## src/hlw_pkg.sv

```systemverilog
// Purpose: Constants shared by the host link watchdog blocks
// Assumes: 10 MHz system clock, 32-bit APB register bus
// Notes:   Byte offsets, field positions, reset values and timing counts
package hlw_pkg;
	// ==========================================================
	// Timing
	localparam int unsigned CLK_PERIOD_NS  = 100;
	localparam int unsigned STEP_PERIOD_NS = 100_000_000;     // 0.1 s watchdog step
	localparam int unsigned STEP_CYCLES    = STEP_PERIOD_NS / CLK_PERIOD_NS;
	localparam int unsigned STEP_CNT_W     = 20;

	// ==========================================================
	// Register byte offsets
	localparam logic [7:0] OFS_CTRL     = 8'h00;
	localparam logic [7:0] OFS_TIMEOUT  = 8'h04;
	localparam logic [7:0] OFS_RELAY    = 8'h08;
	localparam logic [7:0] OFS_COMMAND  = 8'h0c;
	localparam logic [7:0] OFS_STORED   = 8'h10;
	localparam logic [7:0] OFS_ACTIVE   = 8'h14;
	localparam logic [7:0] OFS_IRQ_STAT = 8'h18;
	localparam logic [7:0] OFS_IRQ_MASK = 8'h1c;
	localparam logic [7:0] OFS_STATE    = 8'h20;

	// ==========================================================
	// Field positions
	localparam int unsigned CTRL_WDT_EN     = 0;
	localparam int unsigned CTRL_ALARM_EN   = 1;
	localparam int unsigned CTRL_ALARM_LINK = 2;
	localparam int unsigned RELAY_HOST      = 0;
	localparam int unsigned RELAY_SAFE      = 1;
	localparam int unsigned RELAY_POWER_ON  = 2;
	localparam int unsigned CMD_KEEPALIVE   = 0;
	localparam int unsigned CMD_CLEAR       = 1;
	localparam int unsigned EV_TIMEOUT      = 0;
	localparam int unsigned EV_ALARM        = 1;
	localparam int unsigned EV_KEEPALIVE    = 2;
	localparam int unsigned EV_CFG_REFUSED  = 3;
	localparam int unsigned EV_W            = 4;

	// ==========================================================
	// Link configuration: [7:0] address, [13:8] baud, [15:14] format,
	// [16] checksum, [17] protocol (0 Modbus RTU, 1 ASCII)
	localparam int unsigned CFG_W = 18;
	typedef struct packed {
		logic       ascii;
		logic       checksum;
		logic [1:0] format;
		logic [5:0] baud;
		logic [7:0] addr;
	} hlw_cfg_s;

	localparam logic [5:0] BAUD_9600  = 6'h06;
	localparam logic [1:0] FMT_N81    = 2'h0;
	localparam logic [7:0] ADDR_FACT  = 8'h01;
	localparam logic [7:0] ADDR_STRAP = 8'h00;
	localparam logic [7:0] DELAY_FACT = 8'h00;       // Response delay in ms
	localparam hlw_cfg_s   CFG_FACTORY = '{ascii: 1'b0, checksum: 1'b0, format: FMT_N81,
		baud: BAUD_9600, addr: ADDR_FACT};
	localparam hlw_cfg_s   CFG_STRAP   = '{ascii: 1'b1, checksum: 1'b0, format: FMT_N81,
		baud: BAUD_9600, addr: ADDR_STRAP};

	// ==========================================================
	// Reset values
	localparam logic [7:0] TIMEOUT_RESET = 8'hfa;    // 25.0 s
	localparam logic [2:0] CTRL_RESET    = 3'h0;
	localparam logic [2:0] RELAY_RESET   = 3'h0;
	localparam logic [EV_W-1:0] MASK_RESET = 4'h0;

	typedef enum logic [2:0] {
		HLW_RUN     = 3'b001,
		HLW_EXPIRED = 3'b010,
		HLW_IDLE    = 3'b100
	} hlw_state_e;
endpackage

```

## src/hlw_reg_if.sv

```systemverilog
`timescale 1ns/1ps
// Purpose: Carries decoded register accesses from the bus slave to the core
// Assumes: One access per strobe, word index already aligned
// Notes:   hit is driven by the core's own decode
interface hlw_reg_if;
	logic [7:0]  addr;
	logic [31:0] wdata;
	logic        wr;
	logic [31:0] rdata;
	logic        hit;

	modport bus  (output addr, output wdata, output wr, input rdata, input hit);
	modport core (input addr, input wdata, input wr, output rdata, output hit);
endinterface

```

## src/hlw_watchdog.sv

```systemverilog
`timescale 1ns/1ps
// Purpose: Host link watchdog, relay arbitration and link configuration
// Assumes: Keepalive and clear commands arrive as one-cycle pulses from the
//          protocol engine or as register writes; i_power_cycle marks a restart
// Notes:   Stored settings survive i_power_cycle but not i_reset_n
//          The timer counts only while running, so no stale
//          count survives a disable; pins and writes share commands
//
// Function
// - Factory settings are address 1, Modbus RTU, 9600, N81, zero delay.
// - Enabled watchdog without keepalive in time flags timeout, relay to safe.
// - After timeout host relay writes are ignored until clear command or restart.
// - With alarm enabled and linked, timeout does not force relay; relay follows alarm.
// - Alarm enabled and linked switches relay on when alarm is active.
// - Strap on at power-up forces ASCII, address 0, 9600, N81, no checksum.
// - Protocol and checksum change only in a strap power-up.
// - New link settings apply only after strap off and power cycle.
// - Under Modbus RTU, address, baud and parity change without strap.
module hlw_watchdog #(
	parameter int unsigned P_STEP_CYCLES = hlw_pkg::STEP_CYCLES
) (
	input  wire logic               i_mclk,
	input  wire logic               i_reset_n,
	input  wire logic               i_psel,
	input  wire logic               i_penable,
	input  wire logic               i_pwrite,
	input  wire logic [31:0]        i_paddr,
	input  wire logic [31:0]        i_pwdata,
	output logic [31:0]             o_prdata,
	output logic                    o_pready,
	output logic                    o_pslverr,
	input  wire logic               i_init_strap,
	input  wire logic               i_power_cycle,
	input  wire logic               i_keepalive,
	input  wire logic               i_clear_timeout_command,
	input  wire logic               i_alarm,
	output logic                    o_relay,
	output logic                    o_timeout,
	output logic                    o_irq,
	output hlw_pkg::hlw_cfg_s       o_link_cfg,
	output logic [7:0]              o_resp_delay
);
	import hlw_pkg::*;

	// Decoded accesses; the core answers hit
	hlw_reg_if regs ();

	// ==========================================================
	// Bus slave
	hlw_apb u_apb (
		.i_mclk    (i_mclk),
		.i_reset_n (i_reset_n),
		.i_psel    (i_psel),
		.i_penable (i_penable),
		.i_pwrite  (i_pwrite),
		.i_paddr   (i_paddr),
		.i_pwdata  (i_pwdata),
		.o_prdata  (o_prdata),
		.o_pready  (o_pready),
		.o_pslverr (o_pslverr),
		.regs      (regs)
	);

	// Write strobe per register
	// Only a mapped access raises wr, so a
	// refused write never reaches a register
	function automatic logic wr_to(input logic [7:0] ofs);
		return regs.wr && (regs.addr == ofs);
	endfunction

	// ==========================================================
	// Registers and internal state
	// A restart clears ctrl and state, loads host bit from power-on bit;
	// limit, mask and stored settings survive
	logic [2:0]       ctrl;
	logic [7:0]       timeout_steps;
	logic [2:0]       relay_reg;
	hlw_cfg_s         stored;
	logic [7:0]       stored_delay;
	logic             strap_session;
	logic             boot_pending;
	logic [EV_W-1:0]  irq_stat;
	logic [EV_W-1:0]  irq_mask;
	logic [EV_W-1:0]  events;
	logic             alarm_q;
	logic             keepalive;
	logic             clear_cmd;
	logic             expire;
	logic [7:0]       steps;
	logic             alarm_owns;
	logic             wdt_en;
	hlw_state_e       state;
	hlw_state_e       next_state;
	hlw_cfg_s         next_stored;
	logic             cfg_refused;

	// Pin and register commands are ORed; both
	// only restart or release, so no arbitration
	assign wdt_en     = ctrl[CTRL_WDT_EN];
	assign alarm_owns = ctrl[CTRL_ALARM_EN] & ctrl[CTRL_ALARM_LINK];
	assign keepalive  = i_keepalive | (wr_to(OFS_COMMAND) & regs.wdata[CMD_KEEPALIVE]);
	assign clear_cmd  = i_clear_timeout_command | (wr_to(OFS_COMMAND) & regs.wdata[CMD_CLEAR]);

	// ==========================================================
	// Host link timer
	// Expiry is a one-cycle pulse
	hlw_timer #(
		.P_STEP_CYCLES (P_STEP_CYCLES)
	) u_timer (
		.i_mclk    (i_mclk),
		.i_reset_n (i_reset_n),
		.i_enable  (state == HLW_RUN),
		.i_restart (keepalive),
		.i_limit   (timeout_steps),
		.o_expire  (expire),
		.o_steps   (steps)
	);

	// ==========================================================
	// Watchdog state machine
	always_comb begin
		next_state = state;
		case (state)
			HLW_IDLE: begin
				// Timer held at zero until enabled
				if (wdt_en) begin
					next_state = HLW_RUN;
				end
			end
			HLW_RUN: begin
				// A keepalive in the expiry cycle wins
				if (!wdt_en) begin
					next_state = HLW_IDLE;
				end else if (expire && !keepalive) begin
					next_state = HLW_EXPIRED;
				end
			end
			HLW_EXPIRED: begin
				// Besides a reset or restart, only the clear command leaves the latched timeout
				if (clear_cmd) begin
					next_state = wdt_en ? HLW_RUN : HLW_IDLE;
				end
			end
			default: begin
				// Illegal codes go idle, not expired
				next_state = HLW_IDLE;
			end
		endcase
	end

	// A restart drops a latched timeout; the
	// host enables the watchdog after each boot
	always_ff @(posedge i_mclk or negedge i_reset_n) begin
		if (!i_reset_n) begin
			state <= HLW_IDLE;
		end else if (i_power_cycle) begin
			state <= HLW_IDLE;
		end else begin
			state <= next_state;
		end
	end

	assign o_timeout = (state == HLW_EXPIRED);

	// ==========================================================
	// Control registers; a power cycle returns only ctrl to its reset value
	// Only enables clear, so a restart cannot
	// force the relay safe before the host is back
	always_ff @(posedge i_mclk or negedge i_reset_n) begin
		if (!i_reset_n) begin
			ctrl          <= CTRL_RESET;
			timeout_steps <= TIMEOUT_RESET;
			irq_mask      <= MASK_RESET;
		end else if (i_power_cycle) begin
			ctrl          <= CTRL_RESET;
		end else begin
			if (wr_to(OFS_CTRL)) begin
				ctrl <= regs.wdata[2:0];
			end
			if (wr_to(OFS_TIMEOUT)) begin
				timeout_steps <= regs.wdata[7:0];
			end
			if (wr_to(OFS_IRQ_MASK)) begin
				irq_mask <= regs.wdata[EV_W-1:0];
			end
		end
	end

	// Relay register: host bit is locked while the timeout is latched
	// Safe and power-on bits stay writable so
	// the host can prepare them before the clear
	always_ff @(posedge i_mclk or negedge i_reset_n) begin
		if (!i_reset_n) begin
			relay_reg <= RELAY_RESET;
		end else if (i_power_cycle) begin
			relay_reg[RELAY_HOST] <= relay_reg[RELAY_POWER_ON];
		end else if (wr_to(OFS_RELAY)) begin
			relay_reg[RELAY_POWER_ON] <= regs.wdata[RELAY_POWER_ON];
			relay_reg[RELAY_SAFE]     <= regs.wdata[RELAY_SAFE];
			if (state != HLW_EXPIRED) begin
				relay_reg[RELAY_HOST] <= regs.wdata[RELAY_HOST];
			end
		end
	end

	// ==========================================================
	// Relay output; alarm ownership outranks the watchdog
	// Registered so the pin never glitches
	always_ff @(posedge i_mclk or negedge i_reset_n) begin
		if (!i_reset_n) begin
			o_relay <= 1'b0;
		end else if (alarm_owns) begin
			o_relay <= i_alarm;
		end else if (state == HLW_EXPIRED) begin
			o_relay <= relay_reg[RELAY_SAFE];
		end else begin
			o_relay <= relay_reg[RELAY_HOST];
		end
	end

	// ==========================================================
	// Stored settings write filter; fields the session may not touch keep
	// their value, and the refusal is reported as an event
	// Address and delay always writable; ASCII
	// without the strap locks the other fields
	always_comb begin
		next_stored = stored;
		cfg_refused = 1'b0;
		if (wr_to(OFS_STORED)) begin
			next_stored.addr = regs.wdata[7:0];
			if (strap_session) begin
				next_stored = hlw_cfg_s'(regs.wdata[CFG_W-1:0]);
			end else if (!o_link_cfg.ascii) begin
				next_stored.baud   = regs.wdata[13:8];
				next_stored.format = regs.wdata[15:14];
				cfg_refused = (regs.wdata[17:16] != {stored.ascii, stored.checksum});
			end else begin
				cfg_refused = (regs.wdata[CFG_W-1:8] != stored[CFG_W-1:8]);
			end
		end
	end

	// Stored settings survive a power cycle, not a full reset
	always_ff @(posedge i_mclk or negedge i_reset_n) begin
		if (!i_reset_n) begin
			stored       <= CFG_FACTORY;
			stored_delay <= DELAY_FACT;
		end else begin
			stored <= next_stored;
			if (wr_to(OFS_STORED)) begin
				stored_delay <= regs.wdata[31:24];
			end
		end
	end

	// ==========================================================
	// Boot: strap is caught on the clock after reset release or restart
	// The delay lets the strap settle; a later
	// strap change waits for the next boot
	always_ff @(posedge i_mclk or negedge i_reset_n) begin
		if (!i_reset_n) begin
			boot_pending <= 1'b1;
		end else begin
			boot_pending <= i_power_cycle;
		end
	end

	// Active link settings change only at boot
	always_ff @(posedge i_mclk or negedge i_reset_n) begin
		if (!i_reset_n) begin
			strap_session <= 1'b0;
			o_link_cfg    <= CFG_FACTORY;
			o_resp_delay  <= DELAY_FACT;
		end else if (boot_pending) begin
			strap_session <= i_init_strap;
			o_resp_delay  <= stored_delay;
			if (i_init_strap) begin
				o_link_cfg <= CFG_STRAP;
			end else begin
				o_link_cfg <= stored;
			end
		end
	end

	// ==========================================================
	// Interrupt status: set wins over a same-cycle write-one-to-clear
	// Alarm history resets to the idle pin
	// level, so no false edge follows reset
	always_ff @(posedge i_mclk or negedge i_reset_n) begin
		if (!i_reset_n) begin
			alarm_q <= 1'b0;
		end else begin
			alarm_q <= i_alarm;
		end
	end

	// Timeout fires on the transition only, so a
	// cleared bit stays clear while latched
	always_comb begin
		events                 = '0;
		events[EV_TIMEOUT]     = (state == HLW_RUN) && (next_state == HLW_EXPIRED);
		events[EV_ALARM]       = i_alarm & ~alarm_q;
		events[EV_KEEPALIVE]   = keepalive;
		events[EV_CFG_REFUSED] = cfg_refused;
	end

	always_ff @(posedge i_mclk or negedge i_reset_n) begin
		if (!i_reset_n) begin
			irq_stat <= '0;
		end else if (wr_to(OFS_IRQ_STAT)) begin
			irq_stat <= (irq_stat & ~regs.wdata[EV_W-1:0]) | events;
		end else begin
			irq_stat <= irq_stat | events;
		end
	end

	// Level output until unmasked bits clear
	assign o_irq = |(irq_stat & irq_mask);

	// ==========================================================
	// Read mux and address decode; unmapped offsets miss
	// COMMAND reads as zero: its bits are strobes
	always_comb begin
		regs.rdata = 32'h0000_0000;
		regs.hit   = 1'b1;
		case (regs.addr)
			OFS_CTRL:     regs.rdata[2:0] = ctrl;
			OFS_TIMEOUT:  regs.rdata[7:0] = timeout_steps;
			OFS_RELAY:    regs.rdata[2:0] = relay_reg;
			OFS_COMMAND:  regs.rdata = 32'h0000_0000;
			OFS_STORED:   regs.rdata = {stored_delay, 6'h00, stored};
			OFS_ACTIVE:   regs.rdata = {o_resp_delay, 6'h00, o_link_cfg};
			OFS_IRQ_STAT: regs.rdata[EV_W-1:0] = irq_stat;
			OFS_IRQ_MASK: regs.rdata[EV_W-1:0] = irq_mask;
			OFS_STATE:    regs.rdata = {16'h0000, steps, 3'h0, i_alarm,
				strap_session, o_relay, alarm_owns, o_timeout};
			default:      regs.hit = 1'b0;
		endcase
	end
endmodule // hlw_watchdog

```

## src/hlw_apb.sv

```systemverilog
`timescale 1ns/1ps
// Purpose: APB slave front end with no wait states
// Assumes: Master follows setup then access phase
// Notes:   Read data is captured in the setup cycle
module hlw_apb (
	input  wire logic        i_mclk,
	input  wire logic        i_reset_n,
	input  wire logic        i_psel,
	input  wire logic        i_penable,
	input  wire logic        i_pwrite,
	input  wire logic [31:0] i_paddr,
	input  wire logic [31:0] i_pwdata,
	output logic [31:0]      o_prdata,
	output logic             o_pready,
	output logic             o_pslverr,
	hlw_reg_if.bus           regs
);
	import hlw_pkg::*;

	// ==========================================================
	// Decode; unmapped addresses answer with an error, writes dropped
	assign regs.addr  = i_paddr[7:0];
	assign regs.wdata = i_pwdata;
	assign regs.wr    = i_psel & i_penable & i_pwrite & regs.hit;
	assign o_pready   = i_psel & i_penable;
	assign o_pslverr  = i_psel & i_penable & ~regs.hit;

	// Capture read data early so prdata comes from a flop
	always_ff @(posedge i_mclk or negedge i_reset_n) begin
		if (!i_reset_n) begin
			o_prdata <= 32'h0000_0000;
		end else if (i_psel && !i_penable) begin
			o_prdata <= (!i_pwrite && regs.hit) ? regs.rdata : 32'h0000_0000;
		end
	end
endmodule // hlw_apb

```

## src/hlw_timer.sv

```systemverilog
`timescale 1ns/1ps
// Purpose: Host link timer counting 0.1 s steps toward the timeout
// Assumes: Limit of 0 is treated as one step
// Notes:   Expiry is a single pulse; the count then holds
module hlw_timer #(
	parameter int unsigned P_STEP_CYCLES = hlw_pkg::STEP_CYCLES
) (
	input  wire logic       i_mclk,
	input  wire logic       i_reset_n,
	input  wire logic       i_enable,
	input  wire logic       i_restart,
	input  wire logic [7:0] i_limit,
	output logic            o_expire,
	output logic [7:0]      o_steps
);
	import hlw_pkg::*;

	logic [STEP_CNT_W-1:0] div;
	logic                  step;
	logic [7:0]            limit;

	assign limit = (i_limit == 8'h00) ? 8'h01 : i_limit;
	assign step  = (div == STEP_CNT_W'(P_STEP_CYCLES - 1));

	// ==========================================================
	// Step divider, restarted with the count so each step is whole
	always_ff @(posedge i_mclk or negedge i_reset_n) begin
		if (!i_reset_n) begin
			div <= '0;
		end else if (!i_enable || i_restart || step) begin
			div <= '0;
		end else begin
			div <= div + 1'b1;
		end
	end

	// Step count; keepalive restarts it
	always_ff @(posedge i_mclk or negedge i_reset_n) begin
		if (!i_reset_n) begin
			o_steps  <= 8'h00;
			o_expire <= 1'b0;
		end else begin
			o_expire <= 1'b0;
			if (!i_enable || i_restart) begin
				o_steps <= 8'h00;
			end else if (step && o_steps < limit) begin
				o_steps  <= o_steps + 8'h01;
				o_expire <= (o_steps + 8'h01 == limit);
			end
		end
	end
endmodule // hlw_timer

```

## config.mk

```make
export PLATFORM = sky130hd
export DESIGN_NAME = hlw_watchdog
export DESIGN_NICKNAME = d
export VERILOG_FILES = /design/src/hlw_pkg.sv /design/src/hlw_reg_if.sv /design/src/hlw_watchdog.sv /design/src/hlw_apb.sv /design/src/hlw_timer.sv
export SDC_FILE = /design/constraint.sdc
export NUM_CORES = 1
export LEC_CHECK = 0
export ABC_AREA = 1
export BUFFER_PORTS_ARGS = -buffer_cell sky130_fd_sc_hd__buf_2
export CAP_MARGIN = 40
export CORE_UTILIZATION = 40
export CTS_CLUSTER_DIAMETER = 60
export CTS_CLUSTER_SIZE = 10
export DETAILED_ROUTE_END_ITERATION = 16
export GPL_TIMING_DRIVEN = 0
export SYNTH_ARGS = -nofsm -noshare
export SYNTH_HDL_FRONTEND = slang
export SYNTH_SLANG_ARGS = --single-unit
```

## constraint.sdc

```tcl
create_clock -name i_mclk -period 4.5 [get_ports i_mclk]
set_clock_uncertainty 0.2 [all_clocks]
set_input_delay 0.675 -clock i_mclk [delete_from_list [all_inputs] [get_ports i_mclk]]
set_output_delay 0.675 -clock i_mclk [all_outputs]
set_load 0.005 [all_outputs]
```

* Yosys cells after proc, flatten, opt, wreduce, memory -nomap -nowiden
Index checks and enable logic that the tools add are counted.
** Word-level totals
- Flip-flop bits (word level) :: 142
- Input port bits :: 74
- Output and inout port bits :: 63
- Logic and storage cells :: 131
** Operators by class
- Add/sub/neg operators :: 2
- Order comparisons :: 1
- Equality and inequality tests :: 18
- Multiplexer cells :: 33
- Bitwise logic cells :: 18
- Reductions and logical operators :: 32
** Operators with widths (count)
- one-hot mux 24 bit (3 select lines) :: 1
- two-way mux 8 bit :: 5
- == test 8 x 5 -> 1 bit, second input constant :: 4
- two-way mux 32 bit :: 1
- two-way mux 3 bit :: 8
- one-hot mux 3 bit (8 select lines) :: 1
- adder 20 x 1 -> 20 bit, second input constant :: 1
- == test 20 bit, second input constant :: 1
- two-way mux 20 bit :: 1
- two-way mux 18 bit :: 1
- == test 8 x 4 -> 1 bit, second input constant :: 2
- logical NOT 8 bit :: 2
- one-hot mux 4 bit (4 select lines) :: 1
- logical AND 1 bit :: 12
- AND reduction 2 bit :: 6
- two-way mux 1 bit :: 11
- inequality test 10 bit :: 1
- one-hot mux 3 bit (3 select lines) :: 1
- OR reduction 9 bit :: 1
- adder 8 x 1 -> 8 bit, second input constant :: 1
- AND 1 bit :: 8
- AND 4 bit :: 2
- == test 8 x 3 -> 1 bit, second input constant :: 1
- == test 8 x 6 -> 1 bit, second input constant :: 1
- other kinds (18) :: 30

* Logic depth before layout (Yosys ltp)
Gate-level depths: netlist of run 1.
- Word-level depth :: 16
- Mapped depth :: 15
- Depth with buffers taken out :: 14

* Modules after synthesis
From an unflattened synthesis of run 1, not the netlist that was laid out.
** Unflattened totals
- Cells, all modules :: 977
- Area, all modules :: 7807.5 um^2
** Modules (own cells, without submodules)
- hlw_watchdog :: times used 1, cells an instance 496, area each 4016.4 um^2, seq. area each 2044.5 um^2
- hlw_timer :: times used 1, cells an instance 292, area each 2039.5 um^2, seq. area each 725.7 um^2
- hlw_apb :: times used 1, cells an instance 189, area each 1751.7 um^2, seq. area each 800.8 um^2

* Worst setup path before layout of run 1
OpenSTA, ideal clock, no wires.
- Kind :: input to output
- Start :: input i_paddr[5]
- End :: output o_pslverr
- Arrival time :: 1.437 ns
- Path slack :: 2.188 ns
- Cell stages on the path :: 9
- Path through :: inv_1 > nand2_1 > nor2_2 > nand2_2 > inv_2 > nor2_1 > and2_4 > nand2_4 > nor2_1
** Between the ends
- Longest elaborated chain between the ends :: 5
** Ends and longest elaborated chain
- start, declared :: RTL line hlw_watchdog.sv:27 : input wire logic [31:0] i_paddr,
- == test 8 x 4 -> 1 bit, or another cell as far along :: RTL line hlw_watchdog.sv:326 : case (regs.addr)
- OR reduction 9 bit (no line) *
- two-way mux 1 bit * :: RTL line hlw_watchdog.sv:326
- inverter 1 bit * :: RTL line hlw_apb.sv:26 : assign o_pslverr = i_psel & i_penable & ~regs.hit;
- AND 1 bit * :: RTL line hlw_apb.sv:26
- end, declared :: RTL line hlw_watchdog.sv:31 : output logic o_pslverr,
Mark *: on every way between the ends. The rest lies on a longest branch, timed or not.

* Worst setup path after layout of run 1
Ends and elaborated chain as after synthesis.

==> results.toml, run 1 <==
[sta]
final.setup.tns_ns = 0
slew_margin_rel = 0.512
final_number_of_hold_violating_endpoints = 0
worst-slew-pin-transition_ns = 0.730
rsz0062_at_grt = "false"
final_hold_slack_ns = 0.0458
number_of_max_slew_violations_in_the_final_report = 0
final_min_period_over_clock_period = 0.611
finalWorstPathRequiredPeriod_ns = 2.75
setup_violations = 0
max_fclk_mhz = 364

[clock_tree]
cts_resized = 0
insertion_delay_ns = 0.43
ctsRootBufferMaster = "clkbuf_16"
cts_post_setup_buffers_inserted = 0
tritoncts_clock_tree = "built"
cts_inserted_buffers = 17
clkSinkCount = 136
htreeDepth = 4
post_cts_hold_buffer_count = 0
cts.reportedPaths.clkPinSlew_ns = 0.06
cts-root-to-sink-buffers = 2

[run_status]
run_status = "finished clean"

[finish]
synthToLayoutAreaGrowth_pct = 20.3
ant_diodes = 0
layout_commonest_cell = "nand2_1"
largest_register_ff_count = 26
number_of_nets_at_the_end_of_the_flow = 1113
largest_register = "u_apb.o_prdata"
biggestRegsByFlops = "u_apb.o_prdata (26), u_timer.div (20)"
post_layout_nonfiller_instances = 1267
layout.cells.most_common_list = "nand2_1 (247), dfrtp_1 (122), inv_1 (119), buf_2 (106), nand3_1 (83)"
postLayoutCoreUtil = 0.491
final_layout_size_suffix_gt1_frac = 0.184

[yosys]
synth_top_area_frac = 0.432
synth.yosys.warnings = 0
async_flop_share = 1.00
synth-main-ff-cell = "dfrtp_1"
number_of_distinct_library_cells_after_synthesis = 38
syn_area_per_cell_um2 = 7.81
synthesized_flop_and_latch_total = 136
postSynthCellCount = 904
synthDominantAreaCellType = "dfrtp_1"
netlist_area_um2 = 7060
count_of_flip_flops_with_a_built_in_enable_after_synthesis = 0
synth_seq_area_share = 0.484
post_synth_main_area_contributors = "dfrtp_1 (43%), nand2_1 (13%), inv_1 (6.3%)"

[route]
via_per_inst = 5.06
firstDrtPassIters = 7
drt_iter0_markers = 429
drcViolationCount = 0
ant_nets = 0
detailroute.via_count = 6406
route.final.wire_length_um = 19800
wl_per_cell_um = 15.6

[global_routing]
groute.usage.overall = 0.235
initial_antenna_violation_count = 0
grt_max_degree = 74
vias_in_the_first_global_route = 6270
grt_pass1_wl_um = 32700
globalRoute.totalOverflow = 0

[pwr]
fin_total_pwr_mw = 2.80
power.leakage_nw = 4.37
p_per_area_nw_per_um2 = 329
worst_voltage_drop_across_the_vdd_grid_mv = 0.236

[floorplan]
die_w_um = 135
start_util = 0.408
rows = 48
die_area_um2 = 18200
floorplan.io_pins = 137
core_footprint_um2 = 17300
die_h_um = 135

[placement]
globalplace.congestion = 0.862
dp.cells = 1235
io_buffers = 100
hpwl_um = 14600

[setup_path]
path_class = "primary input to output port"
setup.worst_path.start_class = "primary input"
crit_path_end_kind = "output port"
worstPathArrival_ns = 1.88
cp_data_required_time_ns = 3.62
worstPathMaxFanout = 8

[run]
timing.max_cap.violations = 0

[worst_hold_path]
min_path_type = "primary input to async pin"
routing by layer:
layer | wire (um) | GRT usage
met1 | 9470 | 0.331
met2 | 8880 | 0.360
met3 | 1100 | 0.0473
met4 | 363 | 0.0843
met5 | 0 | 0
power by group:
part / total, mW / switching (mW) / internal, mW
combinational: 0.151 / 0.102 / 0.0489
clock: 1.39 / 0.644 / 0.750
sequential: 1.25 / 0.0123 / 1.24
worst paths after layout:
kind,start,end,slack [ns],cells past startpoint
worst max-delay path,i_paddr[5],o_pslverr,1.75,11
worst min-delay path,i_reset_n,state[0],0.05,1
worst max register to register,timeout_steps[7],u_timer.o_steps[3],1.94,14
worst min register to register,u_timer.div[0],u_timer.div[0],0.26,1
max in group asynchronous,i_reset_n,stored[10],3.26,2
min in group i_mclk,i_alarm,alarm_q,0.17,1
synth_stat cells, types with 3 or more instances:
library cell and n:
o22ai_1 25, ha_1 10, dfrtp_1 122, clkbuf_1 15, dfstp_2 14, xor2_1 13, o21ai_1 22, nand2_2 3
or2_2 7, o211ai_1 3, xnor2_1 4, inv_2 5, o21ai_0 28, nor2_4 4, buf_2 7, nand3_1 83
inv_1 119, nor3_1 14, buf_4 11, nand4_1 26, a21oi_1 17, nor2_1 74, nand2_1 247, o221ai_1 12
kinds of logic after synthesis:
family                     after synthesis  synth area share
xor gates and xnor gates                17            0.0211
DFF                                    136             0.484
adders and majority gates               10            0.0177
buffers and inverters                  160            0.0921
and+or+nand+nor                        467             0.289
AOI/OAI and AO/OA                      113            0.0955
other                                    1          0.000531
metrics by stage:
| stage | area, um2 | setup WS, ns |
|---|---|---|
| 2_1_floorplan | 7080 | 2.19 |
| 3_3_place_gp | 7860 | 0.524 |
| 3_5_place_dp | 7900 | 1.62 |
| 4_1_cts | 8500 | 1.74 |
| 5_1_grt | 8500 | 1.67 |
| 6_report | 8500 | 1.75 |
final cells by class:
class,count,area (um2)
timing repair buffer,101,534
clock buffer,17,425
fill,1676,8800
tap,225,282
inverter,126,473
multi-input combinational,613,3010
sequential,136,3420
buffer,34,178
clock inverter,15,174
critical path, cell delays in order:
cell,delay (ns)
buf_2,0.10
inv_1,0.06
nand2_1,0.06
nor2_2,0.19
nand2_2,0.20
inv_2,0.16
nor2_1,0.05
and2_4,0.16
nand2_4,0.07
nor2_1,0.04
buf_2,0.12
Power figures use the tool's default switching activity.
==> run 2, diff against run 1 <==
==> constraint.sdc (replaced) <==
create_clock -name i_mclk -period 2.75 [get_ports i_mclk]
set_clock_uncertainty 0.2 [all_clocks]
set_input_delay 0.4125 -clock i_mclk [delete_from_list [all_inputs] [get_ports i_mclk]]
set_output_delay 0.4125 -clock i_mclk [all_outputs]
set_load 0.005 [all_outputs]
==> results.toml, run 2 (same netlist as run 1, synthesis figures left out) <==
[run_status]
run_status = "finished clean"

[clock_tree]
htreeDepth = 4
ctsRootBufferMaster = "clkbuf_16"
insertion_delay_ns = 0.43
cts_inserted_buffers = 17
cts-root-to-sink-buffers = 2
cts.reportedPaths.clkPinSlew_ns = 0.07
tritoncts_clock_tree = "built"
clkSinkCount = 136

[finish]
synthToLayoutAreaGrowth_pct = 21.8
post_layout_nonfiller_instances = 1276
number_of_nets_at_the_end_of_the_flow = 1122
biggestRegsByFlops = "u_apb.o_prdata (26), u_timer.div (20)"
layout_commonest_cell = "nand2_1"
final_layout_size_suffix_gt1_frac = 0.185
ant_diodes = 0
final_design_area_no_fill_um2 = 8600
layout.cells.most_common_list = "nand2_1 (247), dfrtp_1 (122), inv_1 (119), buf_2 (105), nand3_1 (83)"
postLayoutCoreUtil = 0.497
largest_register = "u_apb.o_prdata"
largest_register_ff_count = 26

[route]
wl_per_cell_um = 15.6
route.final.wire_length_um = 20000
drt_iter0_markers = 423
drcViolationCount = 0
ant_nets = 0
firstDrtPassIters = 5
via_per_inst = 5.03
detailroute.via_count = 6420

[setup_path]
worstPathArrival_ns = 2.63
slowest_stage = "dfstp_2"
cpPeakStageDelay_ns = 0.55
r2r-start = "timeout_steps[7]"
crit_chain = "inv_1, nand4_1, o41ai_2, ha_1, inv_1, a21oi_1, o21ai_0, nand3_1, nand2_1, nand3_1, nand2_1, clkbuf_4, nand2_1, nand2_1, nor2_1"
crit_path_end_kind = "flip-flop"
critPathLaunch = "timeout_steps[7]"
setup.worst_path.start_class = "flip-flop"
worstPathMaxFanout = 10
critical_path.most_common_cell = "nand2_1"
cpLargestDelayFamily = "simple AND/OR/NAND/NOR gates"
path_class = "flip-flop to flip-flop"
crit_buf_inv = 3
cp_data_required_time_ns = 2.87

[placement]
globalplace.congestion = 0.862
dp.cells = 1235
post_dp_cell_area_um2 = 7900
pre_cts_ws_ns = 0.130
hpwl_um = 14600
io_buffers = 100

[global_routing]
globalRoute.totalOverflow = 0
groute.usage.overall = 0.236
grt_max_degree = 74
grt_pass1_wl_um = 32800
vias_in_the_first_global_route = 6330
initial_antenna_violation_count = 0

[sta]
slew_margin_rel = 0.508
max_fclk_mhz = 398
crit_path_setup_slack_layout_ns = 0.240
finalWorstPathRequiredPeriod_ns = 2.51
final_number_of_hold_violating_endpoints = 0
setup_violations = 0
worst-slew-pin-transition_ns = 0.735
final_hold_slack_ns = 0.0183
final_min_period_over_clock_period = 0.913
number_of_max_slew_violations_in_the_final_report = 0
rsz0062_at_grt = "false"

[run]
timing.max_cap.violations = 0

[floorplan]
die_area_um2 = 18200
start_util = 0.408
core_footprint_um2 = 17300
floorplan.io_pins = 137
die_w_um = 135
rows = 48
die_h_um = 135

[pwr]
power.leakage_nw = 4.41
p_per_area_nw_per_um2 = 534
worst_voltage_drop_across_the_vdd_grid_mv = 0.384

[worst_hold_path]
hp-start = "i_pwdata[10]"
min_path_type = "primary input to flip-flop"
-- run 2: changes by cell type in the layout (fill, tap and decap cells not counted) --
| cell | before | now |
|---|---|---|
| dlygate4sd3_1 | 0 | 9 |
| buf_2 | 106 | 105 |
| clkbuf_4 | 0 | 1 |
| nor2_1 | 74 | 73 |
| nor2_2 | 2 | 3 |
| o41ai_1 | 1 | 0 |
| o41ai_2 | 0 | 1 |
-- run 2: worst register-to-register path: stages (launching register included) --
cell,delay [ns]
dfstp_2,0.55
inv_1,0.11
nand4_1,0.14
o41ai_2,0.08
ha_1,0.18
inv_1,0.05
a21oi_1,0.05
o21ai_0,0.20
nand3_1,0.10
nand2_1,0.09
nand3_1,0.13
nand2_1,0.14
clkbuf_4,0.22
nand2_1,0.07
nand2_1,0.06
nor2_1,0.04
-- run 2: final cells by class --
type,instances,area (um2)
fillers,1672,8700
flip-flops and latches,136,3420
multi-input cells,613,3020
repair buffers,110,624
inverters,126,473
clock buffers,17,425
well taps,225,282
plain buffers,34,180
clock inverters,15,174
-- run 2: worst paths after layout --
kind / endpoint / slack [ns] / depth (start not counted)
max: u_timer.o_steps[5] / 0.24 / 15
min: stored[10] / 0.02 / 3
max reg2reg: u_timer.o_steps[5] / 0.24 / 15
min reg2reg: u_timer.div[0] / 0.26 / 1
max in group asynchronous: stored[10] / 1.20 / 3
min in group asynchronous: state[0] / 0.36 / 2
-- run 2: power by group --
part           switching [mW]  internal, mW
Clock                    1.06          1.23
Sequential             0.0203          2.03
Combinational           0.170        0.0885
-- run 2: per-stage QoR --
stage               total power, mW  TNS, ns
CTS                            4.63        0
global route                   4.77        0
finish                         4.60        0
global placement               2.33  -118.45
detailed placement             2.34        0
floorplan                      2.18        0
-- run 2: routing by layer --
layer  vias up  track usage  wire [um]
met5         -            0          0
li1       3194            -          -
met1      3037        0.331       9680
met2       166        0.362       8950
met3        23       0.0473        985
met4         0       0.0843        342
-- run 2: what timing repair did --
item                                    CTS  global route
setup buffers                             0             0
endpoints found under the hold margin    63             0
endpoints found under the setup margin    0             6
hold buffers                              9             0
gates resized for setup                   0             3
==> run 3, diff against run 2 <==
--- a/config.mk
+++ b/config.mk
@@ -13,6 +13,7 @@
 export CTS_CLUSTER_SIZE = 10
 export DETAILED_ROUTE_END_ITERATION = 16
 export GPL_TIMING_DRIVEN = 0
+export MAX_ROUTING_LAYER = met4
 export SYNTH_ARGS = -nofsm -noshare
 export SYNTH_HDL_FRONTEND = slang
 export SYNTH_SLANG_ARGS = --single-unit
==> results.toml, run 3 (same netlist as run 1, synthesis figures left out) <==
[pwr]
switching_power_mw = 1.24
swShare = 0.271
internal-power_mw = 3.35
p_per_area_nw_per_um2 = 534
comb_power_share = 0.056
sequentialPowerShare = 0.447
clock_power_share = 0.497
power.leakage_nw = 4.41
worst_voltage_drop_across_the_vdd_grid_mv = 0.384

[finish]
final.fill_count = 1672
biggestRegsByFlops = "u_apb.o_prdata (26), u_timer.div (20)"
layout_commonest_cell = "nand2_1"
final_layout_size_suffix_gt1_frac = 0.185
multi_input_comb_area_um2 = 3020
number_of_nets_at_the_end_of_the_flow = 1122
register_area_um2 = 3420
layout.cells.most_common_list = "nand2_1 (247), dfrtp_1 (122), inv_1 (119), buf_2 (105), nand3_1 (83)"
ant_diodes = 0
final_design_area_no_fill_um2 = 8600
largest_register = "u_apb.o_prdata"
largest_register_ff_count = 26
synthToLayoutAreaGrowth_pct = 21.8

[placement]
globalplace.congestion = 0.876
io_buffers = 100
pre_cts_ws_ns = 0.130
post_dp_cell_area_um2 = 7900
hpwl_um = 14600

[sta]
final_min_period_over_clock_period = 0.913
slew_margin_rel = 0.507
setup_violations = 0
final_number_of_hold_violating_endpoints = 0
rsz0062_at_grt = "false"
max_fclk_mhz = 398
finalWorstPathRequiredPeriod_ns = 2.51
number_of_max_slew_violations_in_the_final_report = 0
final_hold_slack_ns = 0.0178
worst-slew-pin-transition_ns = 0.737
final.setup.tns_ns = 0
crit_path_setup_slack_layout_ns = 0.239

[clock_tree]
cts_inserted_buffers = 17
insertion_delay_ns = 0.43
tritoncts_clock_tree = "built"
cts-root-to-sink-buffers = 2
ctsRootBufferMaster = "clkbuf_16"
cts.reportedPaths.clkPinSlew_ns = 0.07
clkSinkCount = 136
htreeDepth = 4

[setup_path]
worstPathArrival_ns = 2.63
cpPeakStageDelay_ns = 0.55
critPathLaunch = "timeout_steps[7]"
crit_buf_inv = 3
rr_worst_depth = 15
crit_chain = "inv_1, nand4_1, o41ai_2, ha_1, inv_1, a21oi_1, o21ai_0, nand3_1, nand2_1, nand3_1, nand2_1, clkbuf_4, nand2_1, nand2_1, nor2_1"
total_stage_count_of_the_critical_path = 15
crit_path_end_kind = "flip-flop"
critical_path.most_common_cell = "nand2_1"
r2r-start = "timeout_steps[7]"
path_class = "flip-flop to flip-flop"
worstPathMaxFanout = 10
slowest_stage = "dfstp_2"
cpLargestDelayFamily = "simple AND/OR/NAND/NOR gates"
cp_data_required_time_ns = 2.87
crit_path_end = "u_timer.o_steps[5]"
r2r_setup_slack_ns = 0.24
setup.worst_path.start_class = "flip-flop"
r2r_end = "u_timer.o_steps[5]"

[run]
timing.max_cap.violations = 0

[worst_hold_path]
min_delay_path_depth = 3
min_path_type = "primary input to flip-flop"

[floorplan]
die_h_um = 135
start_util = 0.408
rows = 48
die_w_um = 135
die_area_um2 = 18200
core_footprint_um2 = 17300
floorplan.io_pins = 137

[route]
detailroute.via_count = 6460
route.final.wire_length_um = 20000
ant_nets = 0
drt_iter0_markers = 374
wl_per_cell_um = 15.7
firstDrtPassIters = 5
drcViolationCount = 0
via_per_inst = 5.06

[global_routing]
grt_max_degree = 74
grt_pass1_wl_um = 32900
vias_in_the_first_global_route = 6327
globalRoute.totalOverflow = 0
initial_antenna_violation_count = 0
groute.usage.overall = 0.243

[run_status]
run_status = "finished clean"
[run 3: worst reg2reg max path, delay by kind of cell (launching register included)]
kind | cells | cell delay (ns)
AND/OR/NAND/NOR | 8 | 0.78
AO/OA/AOI/OAI | 3 | 0.32
flip-flops | 1 | 0.55
adder cells (fa/ha/maj) | 1 | 0.18
buffers and inverters | 3 | 0.38
[run 3: worst min-delay path by stage]
stage / startpoint / to / slack [ns]
after global routing: i_pwdata[9] / stored[9] / 0.03
after global placement: stored[9] / stored[9] / 0.25
after detailed placement: stored[10] / stored[10] / 0.25
after CTS: i_pwdata[10] / stored[10] / 0.006
final: i_pwdata[10] / stored[10] / 0.02
after floorplan: i_reset_n / alarm_q / -0.08
[run 3: routing by layer]
metal  up-vias  global-route usage  part of all wire
li1       3196                   -                 -
met1      3058               0.335              0.48
met2       185               0.363              0.45
met3        21              0.0439             0.051
met4         0              0.0787             0.016
met5         -                   -                 0
[run 3: layout make-up]
cell class	count	area share
plain buffers	34	0.0210
clock buffers	17	0.0495
clock inverters	15	0.0202
inverters	126	0.0550
multi-input cells	613	0.351
flip-flops and latches	136	0.398
well taps	225	0.0327
repair buffers	110	0.0726
[run 3: stage by stage]
step / power [mW] / utilization / std cells
floorplan: 2.18 / - / 909
global placement: 2.33 / 0.455 / 1234
detailed placement: 2.34 / 0.457 / 1235
CTS: 4.63 / 0.496 / 1276
global route: 4.77 / 0.497 / 1276
finish: 4.59 / 0.497 / 1276
[run 3: what timing repair did]
item | in CTS | in global routing
gates resized for setup | 0 | 3
setup endpoints to repair | 0 | 6
hold endpoints to repair | 63 | 0
hold buffers | 9 | 0
setup buffers | 0 | 0
[run 3: power groups by stage]
stage	clock, mW	sequential [mW]	combinational [mW]
after global routing	2.42	2.05	0.293
after global placement	0	2.09	0.245
after detailed placement	0	2.09	0.252
final	2.28	2.05	0.258
after CTS	2.32	2.05	0.262
after floorplan	0	2.08	0.0941
